==> src/rtl/mcs_params.svh <==
// Constants of the main clock select and prescale block.
// Assumes inclusion by bare name from the design file.
`ifndef MCS_PARAMS_SVH
`define MCS_PARAMS_SVH
// Register indices, byte address is four times the index
`define MCS_IDX_CTRLA 8'h00
`define MCS_IDX_CTRLB 8'h01
`define MCS_IDX_LOCK 8'h02
`define MCS_IDX_STATUS 8'h03
`define MCS_IDX_FASTCTRL 8'h10
`define MCS_IDX_CALA 8'h11
`define MCS_IDX_CALB 8'h12
`define MCS_IDX_LPCTRL 8'h18
`define MCS_IDX_XTALCTRL 8'h1C
`define MCS_IDX_KEY 8'h3F
// Field positions
`define MCS_CLKOUT_BIT 7
`define MCS_PEN_BIT 0
`define MCS_PRESCALE_RATIO_FIELD_LSB 1
`define MCS_STDBY_BIT 1
`define MCS_XENABLE_BIT 0
`define MCS_XSEL_BIT 2
`define MCS_CRYSTAL_STARTUP_TIME_FIELD_LSB 4
`define MCS_CALB_LOCK_BIT 7
`define MCS_ST_EXT_BIT 7
`define MCS_ST_XTAL_BIT 6
`define MCS_ST_LP_BIT 5
`define MCS_ST_FAST_BIT 4
`define MCS_ST_SW_BIT 0
// Reset values
`define MCS_RST_PRESCALE_RATIO_FIELD 4'h8
`define MCS_RST_PEN 1'b1
// Timing counts
`define MCS_RC_START_EDGES 17'h00004
`define MCS_EXT_START_EDGES 17'h00002
`define MCS_KEY_WIN 3'h4
`define MCS_LP_TICK_LAST 5'h1F
`endif

==> src/rtl/mcs_pkg.sv <==
// Types of the main clock select and prescale block.
// Assumes nothing beyond a SystemVerilog compiler.
package mcs_pkg;
  typedef enum logic [1:0] {
    MCS_SRC_FAST = 2'b00,
    MCS_SRC_LP = 2'b01,
    MCS_SRC_XTAL = 2'b10,
    MCS_SRC_EXT = 2'b11
  } mcs_src_t;

  typedef struct packed {
    logic freq20;
    logic trimLock;
    logic [5:0] cal;
    logic [3:0] tempCal;
  } mcs_fuse_t;

  typedef struct packed {
    logic fastRcRun;
    logic lpRcRun;
    logic xtalRun;
    logic xtalPinsOwned;
    logic extPinIsClock;
  } mcs_osc_en_t;

  typedef struct packed {
    logic [5:0] s1;
    logic [5:0] s2;
    logic [5:0] s3;
    logic [5:0] filt;
    logic fuseDone;
    logic freq20;
    logic trimLock;
    logic clkOut;
    logic [3:0] prescale_ratio_field;
    logic prescale_on_bit;
    logic lock_enable_bit;
    logic fastStdby;
    logic [5:0] cal;
    logic [3:0] tempCal;
    logic lpStdby;
    logic [1:0] xtalCsut;
    logic xtalSel;
    logic xtalStdby;
    logic xtalEn;
    logic [2:0] keyWin;
    mcs_src_t curSel;
    mcs_src_t tgtSel;
    logic switching;
    logic [3:0][16:0] edgeCnt;
    logic [3:0] started;
    logic [5:0] perCnt;
    logic perTick;
    logic [4:0] lpDiv;
    logic tick1k;
    mcs_osc_en_t oscEn;
    logic [31:0] prdata;
  } mcs_state_t;
endpackage

==> src/rtl/mcs_clk_ctrl.sv <==
// Main clock source select, prescaler, start-up status and unlock.
// Assumes APB master on clk, oscillator levels arriving asynchronously.
//
// Contract
// - Run-time source change, unsafe changes blocked
// - External switch completes only after enough edges
// - Pending switch refuses further changes until handover
// - Switch flag set while change under way
// - Per-source running and stable status flags
// - Peripheral clock prescaled by 1 to 64
// - Reset selects fast RC, divide by six
// - Fast RC frequency from fuse at reset
// - Internal oscillators enabled on any request
// - Trim fields loaded from fuses at reset
// - Trim-lock fuse blocks calibration changes
// - Lock bit locks trim while fast RC main
// - Four edges after analog start-up for RCs
// - Low-power RC yields 1.024 kHz tick
// - Pin becomes clock input, two-edge start
// - Crystal enable takes over both crystal pins
// - Crystal waits programmed time, external mode two
// - Key write, then protected write within four
// - Unkeyed protected write leaves register unchanged
// - Source codes fast, low-power, crystal, pin
// - Ratio codes map to documented divisions
// - Prescaler off passes main clock undivided
`timescale 1ns/1ps
`include "mcs_params.svh"

module mcs_clk_ctrl
  import mcs_pkg::*;
#(
  parameter int ADDR_W = 12,
  parameter logic [7:0] KEY = 8'hA5,
  parameter logic [16:0] XTAL_SUT_BASE = 17'h00400
)
(
  input wire logic clk,
  input wire logic rst_n,
  input wire logic psel,
  input wire logic penable,
  input wire logic pwrite,
  input wire logic [ADDR_W-1:0] paddr,
  input wire logic [31:0] pwdata,
  input wire logic [3:0] pstrb,
  output logic [31:0] prdata,
  output logic pready,
  output logic pslverr,
  input wire logic [3:0] periphReq,
  input wire logic [3:0] oscLevel,
  input wire logic [1:0] rcAnalogReady,
  input wire mcs_fuse_t fuse,
  output mcs_osc_en_t oscEn,
  output mcs_src_t mainSel,
  output logic switchBusy,
  output logic perTick,
  output logic tick1k,
  output logic [5:0] calTrim,
  output logic [3:0] tempTrim,
  output logic freq20Mhz,
  output logic clkOutEnable
);

  mcs_state_t q;
  mcs_state_t n;
  logic [3:0] edgeSeen;
  logic [3:0] req;
  logic [3:0] run;
  logic [16:0] need;
  logic [16:0] xtalNeed;
  logic [6:0] div;
  logic [7:0] idx;
  logic [7:0] rd;
  logic mapped;
  logic wrAcc;
  logic unlocked;
  logic calLocked;

  // Reserved codes fall back to divide by two
  function automatic logic [6:0] divRatio(input logic [3:0] code);
    case (code)
      4'h0: divRatio = 7'h02;
      4'h1: divRatio = 7'h04;
      4'h2: divRatio = 7'h08;
      4'h3: divRatio = 7'h10;
      4'h4: divRatio = 7'h20;
      4'h5: divRatio = 7'h40;
      4'h8: divRatio = 7'h06;
      4'h9: divRatio = 7'h0A;
      4'hA: divRatio = 7'h0C;
      4'hB: divRatio = 7'h18;
      4'hC: divRatio = 7'h30;
      default: divRatio = 7'h02;
    endcase
  endfunction

  function automatic logic regMapped(input logic [7:0] i);
    case (i)
      `MCS_IDX_CTRLA, `MCS_IDX_CTRLB, `MCS_IDX_LOCK, `MCS_IDX_STATUS,
      `MCS_IDX_FASTCTRL, `MCS_IDX_CALA, `MCS_IDX_CALB, `MCS_IDX_LPCTRL,
      `MCS_IDX_XTALCTRL, `MCS_IDX_KEY: regMapped = 1'b1;
      default: regMapped = 1'b0;
    endcase
  endfunction

  assign idx = paddr[9:2];
  assign mapped = regMapped(idx) && (paddr[1:0] == 2'h0)
    && (paddr[ADDR_W-1:10] == '0);
  assign wrAcc = psel && penable && pwrite && pstrb[0] && mapped
    && q.fuseDone;
  assign unlocked = (q.keyWin != 3'h0);
  assign calLocked = q.trimLock
    || (q.curSel == MCS_SRC_FAST && q.lock_enable_bit);

  always_comb
  begin
    case (idx)
      `MCS_IDX_CTRLA: rd = {q.clkOut, 5'h00,
        q.switching ? q.tgtSel : q.curSel};
      `MCS_IDX_CTRLB: rd = {3'h0, q.prescale_ratio_field, q.prescale_on_bit};
      `MCS_IDX_LOCK: rd = {7'h00, q.lock_enable_bit};
      `MCS_IDX_STATUS: rd = {q.started[3], q.started[2], q.started[1],
        q.started[0], 3'h0, q.switching};
      `MCS_IDX_FASTCTRL: rd = {6'h00, q.fastStdby, 1'b0};
      `MCS_IDX_CALA: rd = {2'h0, q.cal};
      `MCS_IDX_CALB: rd = {q.trimLock, 3'h0, q.tempCal};
      `MCS_IDX_LPCTRL: rd = {6'h00, q.lpStdby, 1'b0};
      `MCS_IDX_XTALCTRL: rd = {2'h0, q.xtalCsut, 1'b0, q.xtalSel,
        q.xtalStdby, q.xtalEn};
      `MCS_IDX_KEY: rd = {7'h00, unlocked};
      default: rd = 8'h00;
    endcase
  end

  always_comb
  begin
    n = q;
    // Only s2 and s3 are compared, s1 feeds s2 alone
    n.s1 = {rcAnalogReady, oscLevel};
    n.s2 = q.s1;
    n.s3 = q.s2;
    for (int b = 0; b < 6; b++)
    begin
      if (q.s2[b] == q.s3[b])
      begin
        n.filt[b] = q.s3[b];
      end
    end
    edgeSeen = n.filt[3:0] & ~q.filt[3:0];

    // Fuses are caught on the first edge after release
    if (!q.fuseDone)
    begin
      n.fuseDone = 1'b1;
      n.freq20 = fuse.freq20;
      n.trimLock = fuse.trimLock;
      n.lock_enable_bit = fuse.trimLock;
      n.cal = fuse.cal;
      n.tempCal = fuse.tempCal;
    end

    for (int s = 0; s < 4; s++)
    begin
      req[s] = periphReq[s] || (q.curSel == 2'(s))
        || (q.switching && q.tgtSel == 2'(s));
    end
    req[0] = req[0] || q.fastStdby;
    req[1] = req[1] || q.lpStdby;
    req[2] = req[2] || q.xtalStdby;
    run = req;
    run[2] = req[2] && q.xtalEn;

    xtalNeed = q.xtalSel ? `MCS_EXT_START_EDGES
      : 17'(XTAL_SUT_BASE << {q.xtalCsut, 1'b0});
    for (int s = 0; s < 4; s++)
    begin
      case (s)
        0, 1: need = `MCS_RC_START_EDGES;
        2: need = xtalNeed;
        default: need = `MCS_EXT_START_EDGES;
      endcase
      if (!run[s])
      begin
        n.edgeCnt[s] = 17'h00000;
        n.started[s] = 1'b0;
      end
      else if (!q.started[s] && edgeSeen[s] && (s > 1 || q.filt[4 + s % 2]))
      begin
        n.edgeCnt[s] = q.edgeCnt[s] + 17'h00001;
        if (n.edgeCnt[s] >= need)
        begin
          n.started[s] = 1'b1;
        end
      end
    end

    // Handover only once the target has shown its edges
    if (q.switching && q.started[q.tgtSel])
    begin
      n.curSel = q.tgtSel;
      n.switching = 1'b0;
    end

    div = divRatio(q.prescale_ratio_field);
    n.perTick = !q.prescale_on_bit
      || ({1'b0, q.perCnt} >= div - 7'h01);
    n.perCnt = n.perTick ? 6'h00 : q.perCnt + 6'h01;

    n.tick1k = 1'b0;
    if (edgeSeen[1] && q.started[1])
    begin
      n.lpDiv = q.lpDiv + 5'h01;
      n.tick1k = (q.lpDiv == `MCS_LP_TICK_LAST);
    end

    if (q.keyWin != 3'h0)
    begin
      n.keyWin = q.keyWin - 3'h1;
    end

    if (psel && !penable)
    begin
      n.prdata = {24'h000000, rd};
    end

    if (wrAcc && idx != `MCS_IDX_STATUS)
    begin
      if (idx == `MCS_IDX_KEY)
      begin
        if (pwdata[7:0] == KEY)
        begin
          n.keyWin = `MCS_KEY_WIN;
        end
      end
      else
      begin
        // Window is spent by one protected write
        n.keyWin = 3'h0;
        if (unlocked)
        begin
          case (idx)
            `MCS_IDX_CTRLA:
            begin
              if (!q.lock_enable_bit)
              begin
                n.clkOut = pwdata[`MCS_CLKOUT_BIT];
                if (!q.switching && pwdata[1:0] != q.curSel)
                begin
                  n.tgtSel = mcs_src_t'(pwdata[1:0]);
                  n.switching = 1'b1;
                end
              end
            end
            `MCS_IDX_CTRLB:
            begin
              if (!q.lock_enable_bit)
              begin
                n.prescale_ratio_field = pwdata[`MCS_PRESCALE_RATIO_FIELD_LSB+:4];
                n.prescale_on_bit = pwdata[`MCS_PEN_BIT];
              end
            end
            `MCS_IDX_LOCK:
            begin
              if (!q.lock_enable_bit)
              begin
                n.lock_enable_bit = pwdata[0];
              end
            end
            `MCS_IDX_FASTCTRL: n.fastStdby = pwdata[`MCS_STDBY_BIT];
            `MCS_IDX_CALA:
            begin
              if (!calLocked)
              begin
                n.cal = pwdata[5:0];
              end
            end
            `MCS_IDX_CALB:
            begin
              if (!calLocked)
              begin
                n.tempCal = pwdata[3:0];
              end
            end
            `MCS_IDX_LPCTRL: n.lpStdby = pwdata[`MCS_STDBY_BIT];
            `MCS_IDX_XTALCTRL:
            begin
              n.xtalCsut = pwdata[`MCS_CRYSTAL_STARTUP_TIME_FIELD_LSB+:2];
              n.xtalSel = pwdata[`MCS_XSEL_BIT];
              n.xtalStdby = pwdata[`MCS_STDBY_BIT];
              n.xtalEn = pwdata[`MCS_XENABLE_BIT];
            end
            default: n.keyWin = 3'h0;
          endcase
        end
      end
    end

    n.oscEn.fastRcRun = run[0];
    n.oscEn.lpRcRun = run[1];
    n.oscEn.xtalRun = run[2];
    n.oscEn.xtalPinsOwned = q.xtalEn;
    n.oscEn.extPinIsClock = req[3];
  end

  always_ff @(posedge clk or negedge rst_n)
  begin
    if (!rst_n)
    begin
      q <= '0;
      q.curSel <= MCS_SRC_FAST;
      q.prescale_ratio_field <= `MCS_RST_PRESCALE_RATIO_FIELD;
      q.prescale_on_bit <= `MCS_RST_PEN;
    end
    else
    begin
      q <= n;
    end
  end

  assign prdata = q.prdata;
  assign pready = 1'b1;
  assign pslverr = psel && penable && !mapped;
  assign oscEn = q.oscEn;
  assign mainSel = q.curSel;
  assign switchBusy = q.switching;
  assign perTick = q.perTick;
  assign tick1k = q.tick1k;
  assign calTrim = q.cal;
  assign tempTrim = q.tempCal;
  assign freq20Mhz = q.freq20;
  assign clkOutEnable = q.clkOut;

  AST_RESET_STATE: assert property (@(posedge clk) disable iff (!rst_n)
    !q.fuseDone |-> q.curSel == MCS_SRC_FAST && q.prescale_ratio_field == 4'h8 && q.prescale_on_bit)
    else $error("reset state not fast RC divide by six");

  AST_SW_HOLD: assert property (@(posedge clk) disable iff (!rst_n)
    q.switching && !q.started[q.tgtSel] |=> q.switching)
    else $error("switch flag dropped before handover");

  AST_SW_DONE: assert property (@(posedge clk) disable iff (!rst_n)
    q.switching && q.started[q.tgtSel]
      |=> !q.switching && q.curSel == $past(q.tgtSel))
    else $error("handover and flag clear not in one cycle");

  AST_SEL_CAUSE: assert property (@(posedge clk) disable iff (!rst_n)
    q.fuseDone && $changed(q.curSel)
      |-> $past(q.switching) && $past(q.started[q.tgtSel]))
    else $error("main source changed without started target");

  AST_REFUSE: assert property (@(posedge clk) disable iff (!rst_n)
    q.switching |=> q.tgtSel == $past(q.tgtSel))
    else $error("target changed while switch pending");

  AST_NO_KEY: assert property (@(posedge clk) disable iff (!rst_n)
    wrAcc && idx == `MCS_IDX_CTRLB && q.keyWin == 3'h0
      |=> $stable(q.prescale_ratio_field) && $stable(q.prescale_on_bit))
    else $error("prescaler written without unlock");

  AST_TRIM_LOCK: assert property (@(posedge clk) disable iff (!rst_n)
    q.fuseDone && q.trimLock |=> $stable(q.cal) && $stable(q.tempCal))
    else $error("trim changed under lock fuse");

  AST_CAL_LOCK: assert property (@(posedge clk) disable iff (!rst_n)
    q.fuseDone && q.lock_enable_bit && q.curSel == MCS_SRC_FAST |=> $stable(q.cal))
    else $error("trim changed while locked as main clock");

  AST_PEN_OFF: assert property (@(posedge clk) disable iff (!rst_n)
    !q.prescale_on_bit [*2] |-> q.perTick)
    else $error("undivided clock missed a tick");

  AST_DIV6: assert property (@(posedge clk) disable iff (!rst_n)
    (q.perTick && q.prescale_on_bit && q.prescale_ratio_field == 4'h8)
      ##1 (q.prescale_on_bit && q.prescale_ratio_field == 4'h8 && !q.perTick) [*5] |-> ##1 q.perTick)
    else $error("divide by six spacing wrong");

  AST_XTAL_PINS: assert property (@(posedge clk) disable iff (!rst_n)
    ##1 q.oscEn.xtalPinsOwned == $past(q.xtalEn))
    else $error("crystal pins not following enable");

  AST_XTAL_RUN: assert property (@(posedge clk) disable iff (!rst_n)
    !q.xtalEn |=> !q.oscEn.xtalRun && !q.started[2])
    else $error("crystal running while disabled");

endmodule

==> config.mk <==
export PLATFORM = sky130hd
export DESIGN_NAME = mcs_clk_ctrl
export DESIGN_NICKNAME = d
export VERILOG_FILES = /design/src/rtl/mcs_pkg.sv /design/src/rtl/mcs_clk_ctrl.sv
export VERILOG_INCLUDE_DIRS = /design/src /design/src/rtl
export SDC_FILE = /design/constraint.sdc
export NUM_CORES = 1
export LEC_CHECK = 0
export BUFFER_PORTS_ARGS = -buffer_cell sky130_fd_sc_hd__buf_4
export CAP_MARGIN = 40
export CORE_MARGIN = 2
export CORE_UTILIZATION = 58
export DETAILED_ROUTE_END_ITERATION = 16
export PLACE_DENSITY = 0.83
export SLEW_MARGIN = 20
export SYNTH_ARGS = -nofsm -noshare
export SYNTH_HDL_FRONTEND = slang
export SYNTH_SLANG_ARGS = --single-unit
export TNS_END_PERCENT = 1
==> constraint.sdc <==
create_clock -name clk -period 7.44 [get_ports clk]
set_clock_uncertainty 0.2 [all_clocks]
set_input_delay 0.372 -clock clk [delete_from_list [all_inputs] [get_ports clk]]
set_output_delay 0.372 -clock clk [all_outputs]
set_load 0.1 [all_outputs]
==> impl_summary.md <==
Outcome
The flow ran to the end, and the final reports show no timing, DRC or antenna violations.

Worst setup path
In this run the worst setup path begins at q[156]. The endpoint identified for the worst register-to-register timing path is calTrim[5]. The type of origin of the critical path is a register. For the worst setup path, the data arrival time is between 3 and 4 ns. For flop-to-flop paths, the worst setup slack is ~4 ns. Measured in cells, the most critical reg-to-reg path has a length of 6. STA puts the critical path data required time at 7.55 ns. By startpoint and endpoint, the worst setup path is classified as register to register.

Among all stages on the critical path, the largest delay is contributed by sky130_fd_sc_hd__dfrtp_1. The kind of end point of the critical path is a register. The startpoint identified for the worst register-to-register timing path is q[156]. Walking the worst path, the cells encountered are nand3_1 -> or2_2 -> or4b_4 -> a2111o_1 -> nor4_4 -> mux2_2. Of all nets on the critical path, the largest fanout is 14. For this run, the slowest stage of the critical path takes ~0.75 ns.

Clock network
The number of buffers between clock root and the deepest sink is 2. The tree built by TritonCTS fans out to approximately 160 sinks. TritonCTS built the clock tree.

The H-tree generated during clock tree synthesis spans 4 levels. At the later pin of the worst-skew pair, clock insertion delay measures ~0.43 ns. The number of clock buffers inserted by TritonCTS is 17.

The clock-pin slew on the worst setup and hold paths is 0.06 ns. The CTS root buffer is sky130_fd_sc_hd__clkbuf_16. Post-CTS repair changed the size of 0 cells.

Timing
The final number of hold-violating endpoints is 0. Summed over all failing endpoints, the final setup total negative slack is 0 ns. The final critical path time including I/O delays and setup is between 3 and 4 ns. In this run the tightest slew margin relative to its limit is 0.445. Setup repair after global routing left no endpoint under its margin.

The max-slew violation count came to 0. The minimum setup slack in the final design is around 4 ns. The share of the clock period used by the worst path after layout is 0.454.

The worst-margin pin slew is 0.825 ns. Static timing analysis puts the maximum clock frequency at between 0.2 and 0.3 GHz. The final count of negative-setup-slack endpoints is 0.

Synth
The average size of a mapped cell is approximately 9.5 sq um. By area the synthesized netlist is led by sky130_fd_sc_hd__dfrtp_1, sky130_fd_sc_hd__mux2_2, sky130_fd_sc_hd__nor2_1. Counting distinct cell types in the post-synthesis netlist gives between 60 and 70. In the synthesized netlist the dominant register cell turns out to be sky130_fd_sc_hd__dfrtp_1. After technology mapping, the gate count stands at between 900 and 1000.

The share of the Yosys chip area taken by registers is 0.442. After synthesis the netlist holds a flip-flop and latch count of around 160. The number of flops mapped to enable cells by yosys is 0. The post-synthesis instance area is 8900 sq um. The library cell occupying the most area in the post-synthesis netlist is sky130_fd_sc_hd__dfrtp_1.

The number of warning messages in the yosys log is 0. The area fraction of the dominant cell type after synthesis is 0.436. Of all flip-flops after synthesis, the portion carrying an async set or reset was 1.00.

Power
The power density relative to cell area is around 210 nW/um^2. The leakage power figure is around 4.4 nW. The worst ir drop on vdd is roughly 0.18 mV.

Floorplanning
The floorplan step defined a die boundary enclosing approximately 16000 sq um. The die extent in y is roughly 130 microns. The area inside the core boundary is between 15000 and 20000 sq um. The floorplan step set the die width to about 130 microns. In this run the count of I/O pins placed on the die edge is 131. After floorplanning, the core was divided into 45 placement rows.

The starting density of the core is 0.590.

Routing
After detailed routing, the average wire length per cell comes to between 15 and 20 microns. Once detail routing completed, the nets flagged for antenna violations numbered 0. Before antenna repair, the detailed router went through 6 iterations.

After detailed routing, the total wire length is 18900 microns. Dividing the detail-routed via count by the number of cells gives 5.89. The number of DRC markers after the initial detailed-route iteration is 639.

The routed layout has about 7000 vias. In the routed design, unresolved DRC markers number 0.

Min path
The number of cells on the worst hold path is 2. The tightest min-delay check is of the input pin to register type. The startpoint of the tightest hold check path is pwdata[3].

The endpoint of the worst hold path is calTrim[3].

Place
The HPWL after detailed placement is about 13000 microns. Prior to clock tree synthesis, the placed netlist has a worst setup slack of roughly 4.1 ns. Buffers placed on the I/O ports in this run total 78.

The final weighted congestion in routability-driven placement is around 0.90.

Run
The tool flagged a number of max-cap violations equal to 0.

Layout
The final core utilization is 0.671. The net total in the final layout is between 1000 and 1500. The library cell used most frequently in the layout, excluding fill and tap cells, is sky130_fd_sc_hd__dfrtp_1. The layout cell share with drive strength beyond 1 is 0.173. The post-synthesis to final-layout area growth is 13.8%. Leaving out fill and tap cells, the most frequent cells in the layout are sky130_fd_sc_hd__dfrtp_1, sky130_fd_sc_hd__nor2_1, sky130_fd_sc_hd__buf_4.

The final antenna diode count is 0.

GRT
The first global-routing pass estimated 32000 microns of wire. After global routing the overflow that remains totals 0. The pin count of the biggest net entering global routing is between 80 and 90.

The number of global-route vias before repair came to 6697. The all-layer global routing usage is 0.242. The number of antenna violations at the first check in global routing is 0.
-- stage by stage --
step           instances  total power (W)  hold slack [ns]  instance area, sq um
6_report            1185          0.00212           0.0170                 10100
5_1_grt             1185          0.00221          0.00883                 10100
4_1_cts             1183          0.00213          0.00136                 10100
3_5_place_dp        1138          0.00125            0.136                  9380
3_3_place_gp        1137          0.00124            0.132                  9350
2_1_floorplan        956          0.00118           -0.124                  8990
-- critical path: cells and delay by family (launching register included) --
kind,cells,cell delay (ns)
simple gates,4,1.44
compound gates,1,0.47
mux,1,0.39
flops,1,0.75
-- worst max-delay path by stage --
stage                             to  slack [ns]  cells past startpoint
after detailed placement  calTrim[0]        4.10                      6
after global routing      calTrim[4]        3.93                      6
final                     calTrim[5]        4.06                      6
after CTS                 calTrim[5]        4.08                      6
after global placement    calTrim[3]        4.13                      6
after floorplan              pslverr        4.26                      6
-- timing repair --
action / in CTS / in global routing
hold endpoints to repair: 101 / 0
setup buffers: 0 / 0
hold buffers: 13 / 0
-- state kept, by name, indices dropped and copies added, names as in the netlist --
signal	cells
oscEn	5
clkOutEnable	1
prdata	8
calTrim	6
perTick	1
switchBusy	1
tempTrim	4
freq20Mhz	1
mainSel	2
q	114
n	13
tick1k	1
-- synthesized netlist by cell type (22+ instances only) --
cell type and instances:
sky130_fd_sc_hd__nand3_1 44, sky130_fd_sc_hd__nand2_1 72, sky130_fd_sc_hd__nor3_1 22, sky130_fd_sc_hd__clkbuf_1 40
sky130_fd_sc_hd__xor2_1 50, sky130_fd_sc_hd__xnor2_1 33, sky130_fd_sc_hd__dfrtp_1 155, sky130_fd_sc_hd__o21ai_0 30
sky130_fd_sc_hd__a21oi_1 27, sky130_fd_sc_hd__nand4_1 26, sky130_fd_sc_hd__buf_4 50, sky130_fd_sc_hd__nor2_1 118
sky130_fd_sc_hd__mux2_2 41
-- logic make-up after synthesis --
group | after synthesis | synth area share
xor+xnor | 83 | 0.0817
compound gates | 125 | 0.0945
simple gates | 377 | 0.213
mux | 49 | 0.0637
other cells | 2 | 0.000844
buf+inv | 112 | 0.0685
fa+ha+maj | 27 | 0.0363
flops | 157 | 0.442
-- report_power, final --
part / leakage (nW) / switching (W) / internal [W]
sequential: 2.02 / 0.0000461 / 0.000897
clock: 0.278 / 0.000346 / 0.000528
combinational: 2.06 / 0.000204 / 0.0000979
total: 4.36 / 0.000597 / 0.00152
-- cell type report --
cell class,instances,area [sq um]
Clock buffer,22,444
Clock inverter,10,141
Fill cell,1156,4960
Inverter,21,78.8
Multi-Input combinational cell,687,4470
Sequential cell,157,3930
Tap cell,188,235
Timing Repair Buffer,100,825
-- metal layers --
layer	up-vias	GRT usage	share of wire
met5	-	0	0
met2	179	0.400	0.49
li1	3347	-	-
met1	3424	0.322	0.45
met4	0	0.0750	0.014
met3	26	0.0530	0.045
Note: power is estimated with default switching activity, not from simulation.
